[src/rdv_pkg.sv]
// Package with the shared constants and types of the discrepancy voter.
package rdv_pkg;

   // ==========================================================
   // Widths and defaults.
   // ==========================================================
   localparam int RDV_WIDTH = 8;
   localparam int RDV_TMR_W = 16;
   localparam logic [15:0] RDV_ERR_UNLOCALIZED = 16'h1F18; // Code 7960.

   // ==========================================================
   // Discrepancy response choices applied after expiry.
   // ==========================================================
   localparam logic [1:0] RDV_RESP_HOLD = 2'h0;
   localparam logic [1:0] RDV_RESP_CH_A = 2'h1;
   localparam logic [1:0] RDV_RESP_CH_B = 2'h2;
   localparam logic [1:0] RDV_RESP_ZERO = 2'h3;

   // Per-bit voter states.
   typedef enum logic [1:0] {
      RDV_AGREE,
      RDV_TIMING,
      RDV_EXPIRED,
      RDV_LOCALIZED
   } rdv_state_e;

   // Error event carried to the diagnostic side.
   typedef struct packed {
      logic valid;
      logic [15:0] code;
      logic [7:0] bit_idx;
   } rdv_event_s;

endpackage

[src/rdv_bit.sv]
// Voter for one redundant input bit pair with its own discrepancy timer.
`timescale 1ns/1ps
module rdv_bit
   import rdv_pkg::*;
#(
   parameter int TMR_W = RDV_TMR_W
)
(
   // Clock and reset.
   input wire logic ref_clk_i,
   input wire logic nrst_i,
   // Update tick and channel bits.
   input wire logic tick_i,
   input wire logic ch_a_i,
   input wire logic ch_b_i,
   // Configuration.
   input wire logic [TMR_W-1:0] disc_ticks_i,
   input wire logic [1:0] resp_i,
   // Passivation by the diagnostic interrupt handler.
   input wire logic diag_pass_a_i,
   input wire logic diag_pass_b_i,
   // Results.
   output logic value_o,
   output logic marked_o,
   output logic expire_o,
   output logic pass_a_o,
   output logic pass_b_o
);

   // ==========================================================
   // State and held values.
   // ==========================================================
   rdv_state_e state_r;
   logic [TMR_W-1:0] tmr_r;
   logic agreed_r;
   logic prev_a_r;
   logic prev_b_r;
   logic val_r;
   logic exp_r;
   logic pass_a_r;
   logic pass_b_r;
   logic a_chg;
   logic b_chg;

   // Transition detection against the previous tick's samples.
   assign a_chg = ch_a_i != prev_a_r;
   assign b_chg = ch_b_i != prev_b_r;

   // Sample history moves only on update ticks.
   always_ff @(posedge ref_clk_i)
   begin
      if (!nrst_i)
      begin
         prev_a_r <= 1'b0;
         prev_b_r <= 1'b0;
      end
      else if (tick_i)
      begin
         prev_a_r <= ch_a_i;
         prev_b_r <= ch_b_i;
      end
   end

   // Voter state, timer and image value, counted in whole ticks.
   always_ff @(posedge ref_clk_i)
   begin
      if (!nrst_i)
      begin
         state_r <= RDV_AGREE;
         tmr_r <= '0;
         agreed_r <= 1'b0;
         val_r <= 1'b0;
         exp_r <= 1'b0;
      end
      else
      begin
         exp_r <= 1'b0;
         if (tick_i)
         begin
            case (state_r)
               RDV_AGREE:
               begin
                  if (ch_a_i == ch_b_i)
                  begin
                     agreed_r <= ch_a_i;
                     val_r <= ch_a_i;
                  end
                  else
                  begin
                     // A stuck-at-1 or stuck-at-0 side shows here.
                     state_r <= RDV_TIMING;
                     tmr_r <= '0;
                     val_r <= agreed_r;
                  end
               end
               RDV_TIMING:
               begin
                  if (ch_a_i == ch_b_i)
                  begin
                     state_r <= RDV_AGREE;
                     tmr_r <= '0;
                     agreed_r <= ch_a_i;
                     val_r <= ch_a_i;
                  end
                  else if (tmr_r + TMR_W'(1) >= disc_ticks_i)
                  begin
                     // Expiry reports only; no passivation here.
                     state_r <= RDV_EXPIRED;
                     exp_r <= 1'b1;
                  end
                  else
                  begin
                     tmr_r <= tmr_r + TMR_W'(1);
                     val_r <= agreed_r;
                  end
               end
               RDV_EXPIRED:
               begin
                  if (a_chg != b_chg)
                  begin
                     state_r <= RDV_LOCALIZED;
                     val_r <= a_chg ? ch_a_i : ch_b_i;
                  end
                  else
                  begin
                     case (resp_i)
                        RDV_RESP_CH_A: val_r <= ch_a_i;
                        RDV_RESP_CH_B: val_r <= ch_b_i;
                        RDV_RESP_ZERO: val_r <= 1'b0;
                        default: val_r <= agreed_r;
                     endcase
                  end
               end
               default:
               begin
                  // The surviving channel feeds the image from now on.
                  val_r <= pass_a_r ? ch_b_i : ch_a_i;
               end
            endcase
         end
      end
   end

   // Passivation flags are sticky until reset.
   always_ff @(posedge ref_clk_i)
   begin
      if (!nrst_i)
      begin
         pass_a_r <= 1'b0;
         pass_b_r <= 1'b0;
      end
      else
      begin
         if (diag_pass_a_i)
            pass_a_r <= 1'b1;
         if (diag_pass_b_i)
            pass_b_r <= 1'b1;
         if (tick_i && state_r == RDV_EXPIRED && a_chg != b_chg)
         begin
            if (a_chg)
               pass_b_r <= 1'b1;
            else
               pass_a_r <= 1'b1;
         end
      end
   end

   // Outputs.
   assign value_o = val_r;
   assign marked_o = state_r != RDV_AGREE;
   assign expire_o = exp_r;
   assign pass_a_o = pass_a_r;
   assign pass_b_o = pass_b_r;

endmodule

[src/rdv_voter.sv]
// Top of the redundant digital input discrepancy voter.
`timescale 1ns/1ps
module rdv_voter
   import rdv_pkg::*;
#(
   parameter int WIDTH = RDV_WIDTH,
   parameter int TMR_W = RDV_TMR_W
)
(
   // Clock and reset.
   input wire logic ref_clk_i,
   input wire logic nrst_i,
   // Process image update tick.
   input wire logic tick_i,
   // Redundant channel read-back.
   input wire logic [WIDTH-1:0] ch_a_i,
   input wire logic [WIDTH-1:0] ch_b_i,
   // Configuration: discrepancy time in ticks, response choice.
   input wire logic [TMR_W-1:0] disc_ticks_i,
   input wire logic [1:0] resp_i,
   // Diagnostic interrupt handler passivation requests.
   input wire logic diag_pass_a_i,
   input wire logic diag_pass_b_i,
   // Image and status.
   output logic [WIDTH-1:0] image_o,
   output logic [WIDTH-1:0] marked_o,
   output logic [WIDTH-1:0] pass_a_o,
   output logic [WIDTH-1:0] pass_b_o,
   output logic [WIDTH-1:0] static_err_o,
   output rdv_event_s event_o
);

   // ==========================================================
   // Elaboration checks.
   // ==========================================================
   // The event carries an eight-bit index, which caps the width at 256.
   if (WIDTH < 1 || WIDTH > 256)
   begin : g_bad_width
      $error("WIDTH must be 1 to 256");
   end
   if (TMR_W < 1)
   begin : g_bad_tmr
      $error("TMR_W must be positive");
   end

   logic [WIDTH-1:0] exp_w;
   rdv_event_s ev_r;

   // ==========================================================
   // One voter per bit; timers are independent.
   // ==========================================================
   genvar g;
   generate
      for (g = 0; g < WIDTH; g++)
      begin : g_bit
         rdv_bit #(.TMR_W(TMR_W)) u_bit (
            .ref_clk_i(ref_clk_i),
            .nrst_i(nrst_i),
            .tick_i(tick_i),
            .ch_a_i(ch_a_i[g]),
            .ch_b_i(ch_b_i[g]),
            .disc_ticks_i(disc_ticks_i),
            .resp_i(resp_i),
            .diag_pass_a_i(diag_pass_a_i),
            .diag_pass_b_i(diag_pass_b_i),
            .value_o(image_o[g]),
            .marked_o(marked_o[g]),
            .expire_o(exp_w[g]),
            .pass_a_o(pass_a_o[g]),
            .pass_b_o(pass_b_o[g])
         );
      end
   endgenerate

   // Expiry never touches the static error image.
   assign static_err_o = '0;

   // Error event: one pulse per tick with an expiry, lowest bit reported when several
   // expire on the same tick; the others are still flagged in marked_o.
   always_ff @(posedge ref_clk_i)
   begin
      if (!nrst_i)
         ev_r <= '0;
      else
      begin
         ev_r <= '0;
         for (int i = WIDTH - 1; i >= 0; i--)
         begin
            if (exp_w[i])
            begin
               ev_r.valid <= 1'b1;
               ev_r.code <= RDV_ERR_UNLOCALIZED;
               ev_r.bit_idx <= 8'(i);
            end
         end
      end
   end

   assign event_o = ev_r;

endmodule

[config.mk]
export PLATFORM = sky130hd
export DESIGN_NAME = rdv_voter
export DESIGN_NICKNAME = d
export VERILOG_FILES = /design/src/rdv_pkg.sv /design/src/rdv_bit.sv /design/src/rdv_voter.sv
export SDC_FILE = /design/constraint.sdc
export NUM_CORES = 1
export LEC_CHECK = 0
export BUFFER_PORTS_ARGS = -buffer_cell sky130_fd_sc_hd__buf_2
export CORE_UTILIZATION = 24
export DETAILED_ROUTE_END_ITERATION = 7
export HOLD_SLACK_MARGIN = 0.15
export PLACE_DENSITY_LB_ADDON = 0.25
export SETUP_SLACK_MARGIN = 0.05
export SLEW_MARGIN = 15
export SYNTH_ARGS = -nofsm -noshare
export SYNTH_HDL_FRONTEND = slang
export SYNTH_SLANG_ARGS = --single-unit
[constraint.sdc]
create_clock -name ref_clk_i -period 4.7 [get_ports ref_clk_i]
set_input_delay 0.235 -clock ref_clk_i [delete_from_list [all_inputs] [get_ports ref_clk_i]]
set_output_delay 0.235 -clock ref_clk_i [all_outputs]
set_load 0.005 [all_outputs]
Word level (Yosys, flattened, before mapping). Cells that the tools add are included.

Add/subtract/negate cells: 8. Multipliers: 0. Div/mod/pow operators: 0. $lt $le $gt $ge: 8. Equal/unequal tests: 83. Shift operators: 0. Muxes and demuxes: 200. Bitwise logic cells: 10. Reductions and logical operators: 100.

Operators with widths (number): $mux 16 (24); $pmux 16 s2 (8); $mux 25 (8); $add 16x1->16 const B (8); $ge 16x16->1 (8); $mux 1 (104); $mux 2 (32); $pmux 1 s3 (16); $pmux 2 s3 (8); $reduce_and 5->1 (8); $reduce_and 2->1 (16); $reduce_and 4->1 (8); $reduce_bool 2->1 (16); $reduce_or 4->1 (8); $ne 1x1->1 (24); $ne 3x1->1 const B (8); $ne 3x2->1 const B (8); $reduce_bool 3->1 (8); $eq 2x2->1 const B (10); $eq 2x1->1 const B (9); $reduce_or 2->1 (9); $logic_and 1x1->1 (16); $logic_not 2->1 (8); $ne 2x1->1 const B (8); other kinds (6) (29).

Bits in registers: 225. Bits in latches: 0. RAM bits: 0. ROM bits: 0. Input bits: 39. Output and inout port bits: 65. Memories kept: 0.

Depth between registers and ports, before layout. Gate-level depths: netlist of the first run.

Depth after elaboration: 8. Depth in mapped cells: 16.

Cells and area by module. Synthesis of the first run repeated with hierarchy kept, for this count alone.

Cells, all modules: 2038. Area total of the unflattened synthesis: 17012.6 um2.

By module, submodules not included: rdv_bit (g_bit[0].u_bit ...) (times used 6, cells an instance 251, area each 2095.8 um2); rdv_bit (g_bit[3].u_bit) (times used 1, cells an instance 250, area each 2090.8 um2); rdv_bit (g_bit[7].u_bit) (times used 1, cells an instance 233, area each 1939.4 um2); rdv_voter (times used 1, cells an instance 49, area each 407.9 um2).

Worst setup path before layout of the first run. No wires, ideal clock.

Kind: register to register. Start: reg g_bit[4].u_bit.tmr_r[0]. End: reg g_bit[4].u_bit.tmr_r[0]. Setup time: 0.067 ns. Data arrival time: 3.286 ns. Required time: 4.633 ns. Setup slack: 1.347 ns. Cell stages (with the launch flop): 16. Path buffers: 1. Clock period less this slack: 3.353 ns. Cells stage by stage: dfxtp_1 -> ha_1 -> and3_1 -> nand3_1 -> nand2b_1 -> nor2_1 -> xnor2_1 -> ha_1 -> nand4_1 -> or3_1 -> or4_1 -> a31o_2 -> a31oi_4 -> buf_6 -> nand2_1 -> o21ai_2.

Word-level cells in the longest chain between the ends: 4.

Ends and longest elaborated chain: start, declared (RTL line rdv_bit.sv:34) `logic [TMR_W-1:0] tmr_r;`; start signal, assigned (RTL line rdv_bit.sv:113) `tmr_r <= tmr_r + TMR_W'(1);`; $add 16x1->16 * (RTL line rdv_bit.sv:105, rdv_bit.sv:113); $ge 16x16->1 / $mux 16 (equally long branches) (RTL line rdv_bit.sv:105) `else if (tmr_r + TMR_W'(1) >= disc_ticks_i)`; $ne 3x2->1 (no line) / $mux 16 (equally long branches); $reduce_and 4->1 (no line) / $pmux 16 s2 (equally long branches).

Every way passes the cells marked *; elsewhere a longest branch is shown, timed or not. The select of a mux whose other input is x is not followed. A chain may end at the register's enable or synchronous reset.

Final worst setup path of the first run.
Start: reg g_bit[5].u_bit.tmr_r[0]. End: reg g_bit[5].u_bit.tmr_r[1].

Word-level cells in the longest chain between the ends: 4.

Ends and longest elaborated chain (RTL line): start, declared (rdv_bit.sv:34); start signal, assigned (rdv_bit.sv:113); $add 16x1->16 * (rdv_bit.sv:105, rdv_bit.sv:113); $ge 16x16->1 / $mux 16 (equally long branches) (rdv_bit.sv:105); $ne 3x2->1 (no line) / $mux 16 (equally long branches); $reduce_and 4->1 (no line) / $pmux 16 s2 (equally long branches).

Marked as above.

==> flow_metrics.tcl, run 1 <==
set metrics [dict create \
    run_status "finished, final reports clean" \
    crit_path_max_incr_delay_ps 520 \
    vdd_drop_max_mv 0.2432 \
    finalCritPeriodShare 0.8595 \
    avgRoutedWirePerCell_um 15.96 \
    dr.pass1.iters 5 \
    grt_pass1_vias 13160 \
    hold_viol 0 \
    syn_avg_cell_area_um2 7.930 \
    design_area_um2 17360 \
    place_hpwl_mm 33.11 \
    dpl_cell_area_um2 16310 \
    arrival_ps 4450 \
    drt-initial-drc-count 617 \
    totalWireLength_mm 45.34 \
    area_growth_pct 12.49 \
    crit_chain "ha_1 > nand3_1 > or3_1 > nor2_1 > xor2_1 > ha_1 > nand4_1 > nor2_1 > nor4b_1 > and4bb_2 > nand2b_1 > nor2b_1 > o21ai_0" \
    via_per_inst 4.891 \
    synthFlopType "dfxtp_1" \
    drc 0 \
    dp_cells 2773 \
    io_buffers 81 \
    grt_usage 0.1356 \
    cts.clk_slew.worst_paths_ps 60 \
    fin_skew_ps 16.46 \
    coreArea_um2 63310 \
    drv_cap 0 \
    clk_path_buf_depth 3 \
    maxSlewViolCount 0 \
    cts_sinks 204 \
    cts_tree "done" \
    grt_antenna_before_repair 0 \
    synthArstFlopShare 0 \
    period_needed_ps 4040 \
    synthTopCellsByCount "dfxtp_1 (204), nand2_1 (197), ha_1 (176), nor2_1 (166), a21oi_1 (127)" \
    initial_core_util 0.2437 \
    cpMaxStageDelayCell "or3_1" \
    synth_cell_types 75 \
    worst_pin_slew_ps 882.3 \
    clk_latency_ps 550 \
    yosysSeqAreaShare 0.2647 \
    whs_ps 195.3 \
    drtAntennaViolNets 0 \
    crit_type "flip-flop to flip-flop" \
    stdcell_count 2841 \
    tns_ps 0 \
    p_leak_uw 0.007662 \
    ys_warn_count 0 \
    overflow 0 \
    netlist_area_um2 15430 \
    power.density_nw_per_um2 254.1 \
    slew_headroom 0.4073 \
    nets 2196 \
    synth_area_leader_cell "dfxtp_1" \
    cts.htree.levels 1 \
    hold_class "primary input to flip-flop" \
    cts_root_buf "clkbuf_16" \
    rr_worst_depth 13 \
    drive_gt1_frac 0.09123 \
    fmax_mhz 247.5 \
    syn_inst 1946 \
    rows 92 \
    antenna_cells_inserted 0 \
    ys_ff_latch 204 \
    die_x_um 255.6 \
    num_vias 13900 \
    die_h_um 255.6 \
    setup_slack_ps 660.3 \
    synth_most_common_cell "dfxtp_1" \
    synth_top_area_frac 0.2647 \
    ios 104 \
    dieArea_um2 65310 \
    holdPathStages 3 \
    start_kind "flip-flop" \
    ctsResizeCount 0 \
    cp.required_ps 5120 \
    cp-end-kind "flip-flop" \
    place_ws_ps 674.4 \
    setup_violations 0 \
    synth_area_leaders "dfxtp_1 (26%), ha_1 (14%), nand2_1 (4.8%)" \
    rsz0062_at_grt "false" \
    routabilityCongestion 0.8022 \
    synth-edff-count 0 \
    grt_pass1_wl_mm 72.30 \
    grt_max_degree 37 \
    cp_max_fo 13 \
    cts_buffers 26 \
]
-- placed cells by master (no fill, tap or decap), drive strengths merged, types with 53 or more instances in the layout --
cell type  instances
dfxtp            204
nand2            197
ha               176
nor2             166
a21oi            127
o21ai            126
nand3             99
buf               97
inv               61
xor2              55
xnor2             53
-- logic make-up (layout without fill, tap and decap cells) --
logic type | Yosys count | count (layout) | share of synthesized area
other | 1 | 22 | 0.0002430
AOI/OAI and AO/OA | 486 | 486 | 0.2077
DFF | 204 | 204 | 0.2647
xor gates and xnor gates | 108 | 108 | 0.06130
and+or+nand+nor | 734 | 734 | 0.2325
buffers and inverters | 198 | 226 | 0.06543
adders and majority gates | 179 | 179 | 0.1447
muxes | 36 | 36 | 0.02360
-- worst max-delay path: cells and delay by family (launching register included) --
kind / cells / cell delay [ps]
and+or+nand+nor: 9 / 2610
adders and majority gates: 2 / 530
DFF: 1 / 420
xor gates and xnor gates: 1 / 190
AOI/OAI and AO/OA: 1 / 170
-- report_power, final --
group          switching [uW]  internal [uW]  total (uW)
Sequential               51.8           1770        1830
Clock                     786           1110        1900
Combinational             440            246         686
-- worst paths after layout --
path | from | end | slack, ps
worst max-delay path | g_bit[5].u_bit.tmr_r[0]$_SDFFE_PN0P_ | g_bit[5].u_bit.tmr_r[1]$_SDFFE_PN0P_ | 660
worst min-delay path | diag_pass_a_i | g_bit[3].u_bit.pass_a_o$_SDFF_PN0_ | 200
worst max register to register | g_bit[5].u_bit.tmr_r[0]$_SDFFE_PN0P_ | g_bit[5].u_bit.tmr_r[1]$_SDFFE_PN0P_ | 660
worst min register to register | g_bit[1].u_bit.expire_o$_SDFF_PP0_ | event_o[1]$_SDFF_PP0_ | 450
-- repair_timing --
action                    4_1_cts  5_1_grt
hold endpoints to repair       38        0
hold buffers                   26        0
setup buffers                   0        0
-- final cells by class --
cell class	count	area, um^2
multi-input cells	1565	10420
inverters	61	229.0
clock inverters	3	15.01
clock buffers	39	770.7
fillers	6856	45950
well taps	846	1059
repair buffers	123	785.8
flip-flops and latches	204	4084
-- registers in the layout, summed over array words and instances, names as in the netlist --
register,cells
g_bit.u_bit.prev_b_r,8
g_bit.u_bit.value_o,8
g_bit.u_bit.state_r,16
g_bit.u_bit.pass_a_o,8
event_o,4
g_bit.u_bit.prev_a_r,8
g_bit.u_bit.pass_b_o,8
g_bit.u_bit.tmr_r,128
g_bit.u_bit.expire_o,8
g_bit.u_bit.agreed_r,8
-- metal layers --
metal	track usage	wire length [um]	vias to the layer above	share of wire
met4	0.04724	1489	0	0.033
met3	0.01684	1922	66	0.042
met5	0	0	-	0
met2	0.2264	20620	289	0.45
met1	0.1789	21310	6560	0.47
li1	-	-	6981	-
-- metrics by stage --
stage               utilization  power, uW
floorplan                     -       2345
global placement         0.2577       2514
detailed placement       0.2577       2528
CTS                      0.2742       4488
global route             0.2742       4644
finish                   0.2742       4412
Power figures use the tool's default switching activity.
==> run 2: changes to the inputs <==
--- a/config.mk
+++ b/config.mk
@@ -6,6 +6,8 @@
 export NUM_CORES = 1
 export LEC_CHECK = 0
 export BUFFER_PORTS_ARGS = -buffer_cell sky130_fd_sc_hd__buf_2
+export CORE_ASPECT_RATIO = 1.1
+export CORE_MARGIN = 3
 export CORE_UTILIZATION = 24
 export DETAILED_ROUTE_END_ITERATION = 7
 export HOLD_SLACK_MARGIN = 0.15
==> run 2 against run 1 <==
First-iteration DRC count rose by 7.8%. Sequential share of layout area decreased by 0.14 points. Core utilization rose by 0.27 points. Highest routed layer unchanged. Worst setup slack improved by 67 ps.
==> flow_metrics.tcl, run 2 (synthesis results as in run 1) <==
set metrics [dict create \
    largest_register_ffs 128 \
    avgRoutedWirePerCell_um 16.07 \
    setup_slack_ps 726.9 \
    cts_root_buf "clkbuf_16" \
    pwr-share-clk 0.452 \
    grt_pass1_vias 13260 \
    p_sw_uw 1293 \
    cts.htree.levels 1 \
    start_kind "flip-flop" \
    rows 96 \
    power.density_nw_per_um2 262.2 \
    io_buffers 81 \
    holdPathStages 3 \
    design_area_um2 17460 \
    die_x_um 247.8 \
    cp-end-kind "flip-flop" \
    worst_pin_slew_ps 903.3 \
    crit_family "simple AND/OR/NAND/NOR gates" \
    cts_buffers 26 \
    crit_chain "ha_1 > nand3_1 > nor2_1 > nand3_1 > nor2_1 > xor2_1 > ha_1 > nand4_1 > or3_1 > nor3_1 > nor4_2 > buf_4 > nand2_1 > nor3_1 > a211o_1" \
    clk_path_buf_depth 3 \
    worstHoldStart "nrst_i" \
    cp.buffers_inverters 1 \
    rr_worst_depth 15 \
    num_vias 13880 \
    via_per_inst 4.892 \
    maxSlewViolCount 0 \
    rrSetupSlack_ps 730 \
    regMostFlops "g_bit.u_bit.tmr_r" \
    r2r_start "g_bit[2].u_bit.tmr_r[0]$_SDFFE_PN0P_" \
    drt-initial-drc-count 665 \
    p_leak_uw 0.007724 \
    place_hpwl_mm 33.82 \
    cts_sinks 204 \
    totalWireLength_mm 45.56 \
    holdBufCountCts 26 \
    p_int_uw 3284 \
    swShare 0.2825 \
    die_h_um 271.9 \
    nets 2200 \
    slew_headroom 0.3932 \
    finalCritPeriodShare 0.8453 \
    vdd_drop_max_mv 0.2575 \
    clk_latency_ps 540 \
    routabilityCongestion 0.8325 \
    cp.required_ps 5130 \
    grt_antenna_before_repair 0 \
    cts_setup_buffers 0 \
    ctsResizeCount 0 \
    hold_class "primary input to flip-flop" \
    antenna_cells_inserted 0 \
    area_growth_pct 13.15 \
    dieArea_um2 67380 \
    grt_max_degree 41 \
    reg2reg_to "g_bit[2].u_bit.tmr_r[9]$_SDFFE_PN0P_" \
    overflow 0 \
    ios 104 \
    drc 0 \
    p_comb_frac 0.149 \
    whs_endpoint "g_bit[4].u_bit.expire_o$_SDFF_PP0_" \
    arrival_ps 4410 \
    initial_core_util 0.2447 \
    rsz0062_at_grt "false" \
    drive_gt1_frac 0.09486 \
    setup_violations 0 \
    crit_path_max_incr_delay_ps 420 \
    drtAntennaViolNets 0 \
    grt_usage 0.1314 \
    cts.clk_slew.worst_paths_ps 60 \
    coreArea_um2 63060 \
    dpl_cell_area_um2 16330 \
    period_needed_ps 3973 \
    fin_skew_ps 9.664 \
    layout_common_cells "dfxtp_1 (204), nand2_1 (197), ha_1 (176), nor2_1 (166), a21oi_1 (127)" \
    dr.pass1.iters 5 \
    cts_tree "done" \
    drv_cap 0 \
    hold_viol 0 \
    place_ws_ps 711.0 \
    fmax_mhz 251.7 \
    grt_pass1_wl_mm 71.78 \
    reg.largest.list "g_bit.u_bit.tmr_r x128, g_bit.u_bit.state_r x16" \
    cpMaxStageDelayCell "or3_1" \
    crit_type "flip-flop to flip-flop" \
    report.power.total_uw 4578 \
    layout_commonest_cell "dfxtp_1" \
    run_status "finished, final reports clean" \
    seqPwrFrac 0.399 \
    tns_ps 0 \
    cp_max_fo 16 \
    num-fill-cells 6816 \
]
-- run 2: worst max path at each step --
stage                                          from  slack (ps)  cells after the start                               endpoint
2_1_floorplan  g_bit[4].u_bit.tmr_r[0]$_SDFFE_PN0P_        1350                     15   g_bit[4].u_bit.tmr_r[0]$_SDFFE_PN0P_
3_3_place_gp   g_bit[3].u_bit.tmr_r[0]$_SDFFE_PN0P_         780                     13   g_bit[3].u_bit.tmr_r[9]$_SDFFE_PN0P_
3_5_place_dp   g_bit[2].u_bit.tmr_r[0]$_SDFFE_PN0P_         710                     15   g_bit[2].u_bit.tmr_r[9]$_SDFFE_PN0P_
4_1_cts        g_bit[3].u_bit.tmr_r[0]$_SDFFE_PN0P_         690                     13  g_bit[3].u_bit.tmr_r[14]$_SDFFE_PN0P_
5_1_grt        g_bit[2].u_bit.tmr_r[0]$_SDFFE_PN0P_         260                     15   g_bit[2].u_bit.tmr_r[9]$_SDFFE_PN0P_
6_report       g_bit[2].u_bit.tmr_r[0]$_SDFFE_PN0P_         730                     15   g_bit[2].u_bit.tmr_r[9]$_SDFFE_PN0P_
-- run 2: layout make-up --
type,instances,area (um^2),area share
multi-input cells,1565,10420,0.5966
flip-flops and latches,204,4084,0.2339
well taps,833,1042,0.05969
repair buffers,127,815.8,0.04672
clock buffers,41,798.3,0.04572
inverters,61,229.0,0.01311
clock inverters,5,75.07,0.004300
-- run 2: power groups by stage --
stage	Clock [uW]	Combinational, uW	Sequential, uW
2_1_floorplan	0	498	1850
3_3_place_gp	0	654	1860
3_5_place_dp	0	663	1860
4_1_cts	2140	686	1830
5_1_grt	2210	766	1830
6_report	2070	683	1830
-- run 2: worst reg2reg max path, delay by kind of cell (launching register included) --
| family | cells | cell delay, ps |
|---|---|---|
| AO/OA/AOI/OAI | 1 | 280 |
| XOR/XNOR | 1 | 90 |
| flip-flops | 1 | 410 |
| adder cells (fa/ha/maj) | 2 | 550 |
| buffers and inverters | 1 | 190 |
| AND/OR/NAND/NOR | 10 | 2350 |
-- run 2: routing by layer --
layer / part of all wire / vias up / global-route usage
li1: - / 7000 / -
met1: 0.46 / 6520 / 0.1720
met2: 0.47 / 285 / 0.2227
met3: 0.040 / 70 / 0.01339
met4: 0.032 / 0 / 0.04808
met5: 0 / - / 0
-- run 2: stage by stage --
step | hold slack (ps) | cells | utilization
after floorplan | 416.9 | 1967 | -
after global placement | 442.3 | 2764 | 0.2589
after detailed placement | 438.1 | 2764 | 0.2589
after CTS | 290.8 | 2836 | 0.2769
after global routing | 324.4 | 2836 | 0.2769
final | 312.7 | 2836 | 0.2769
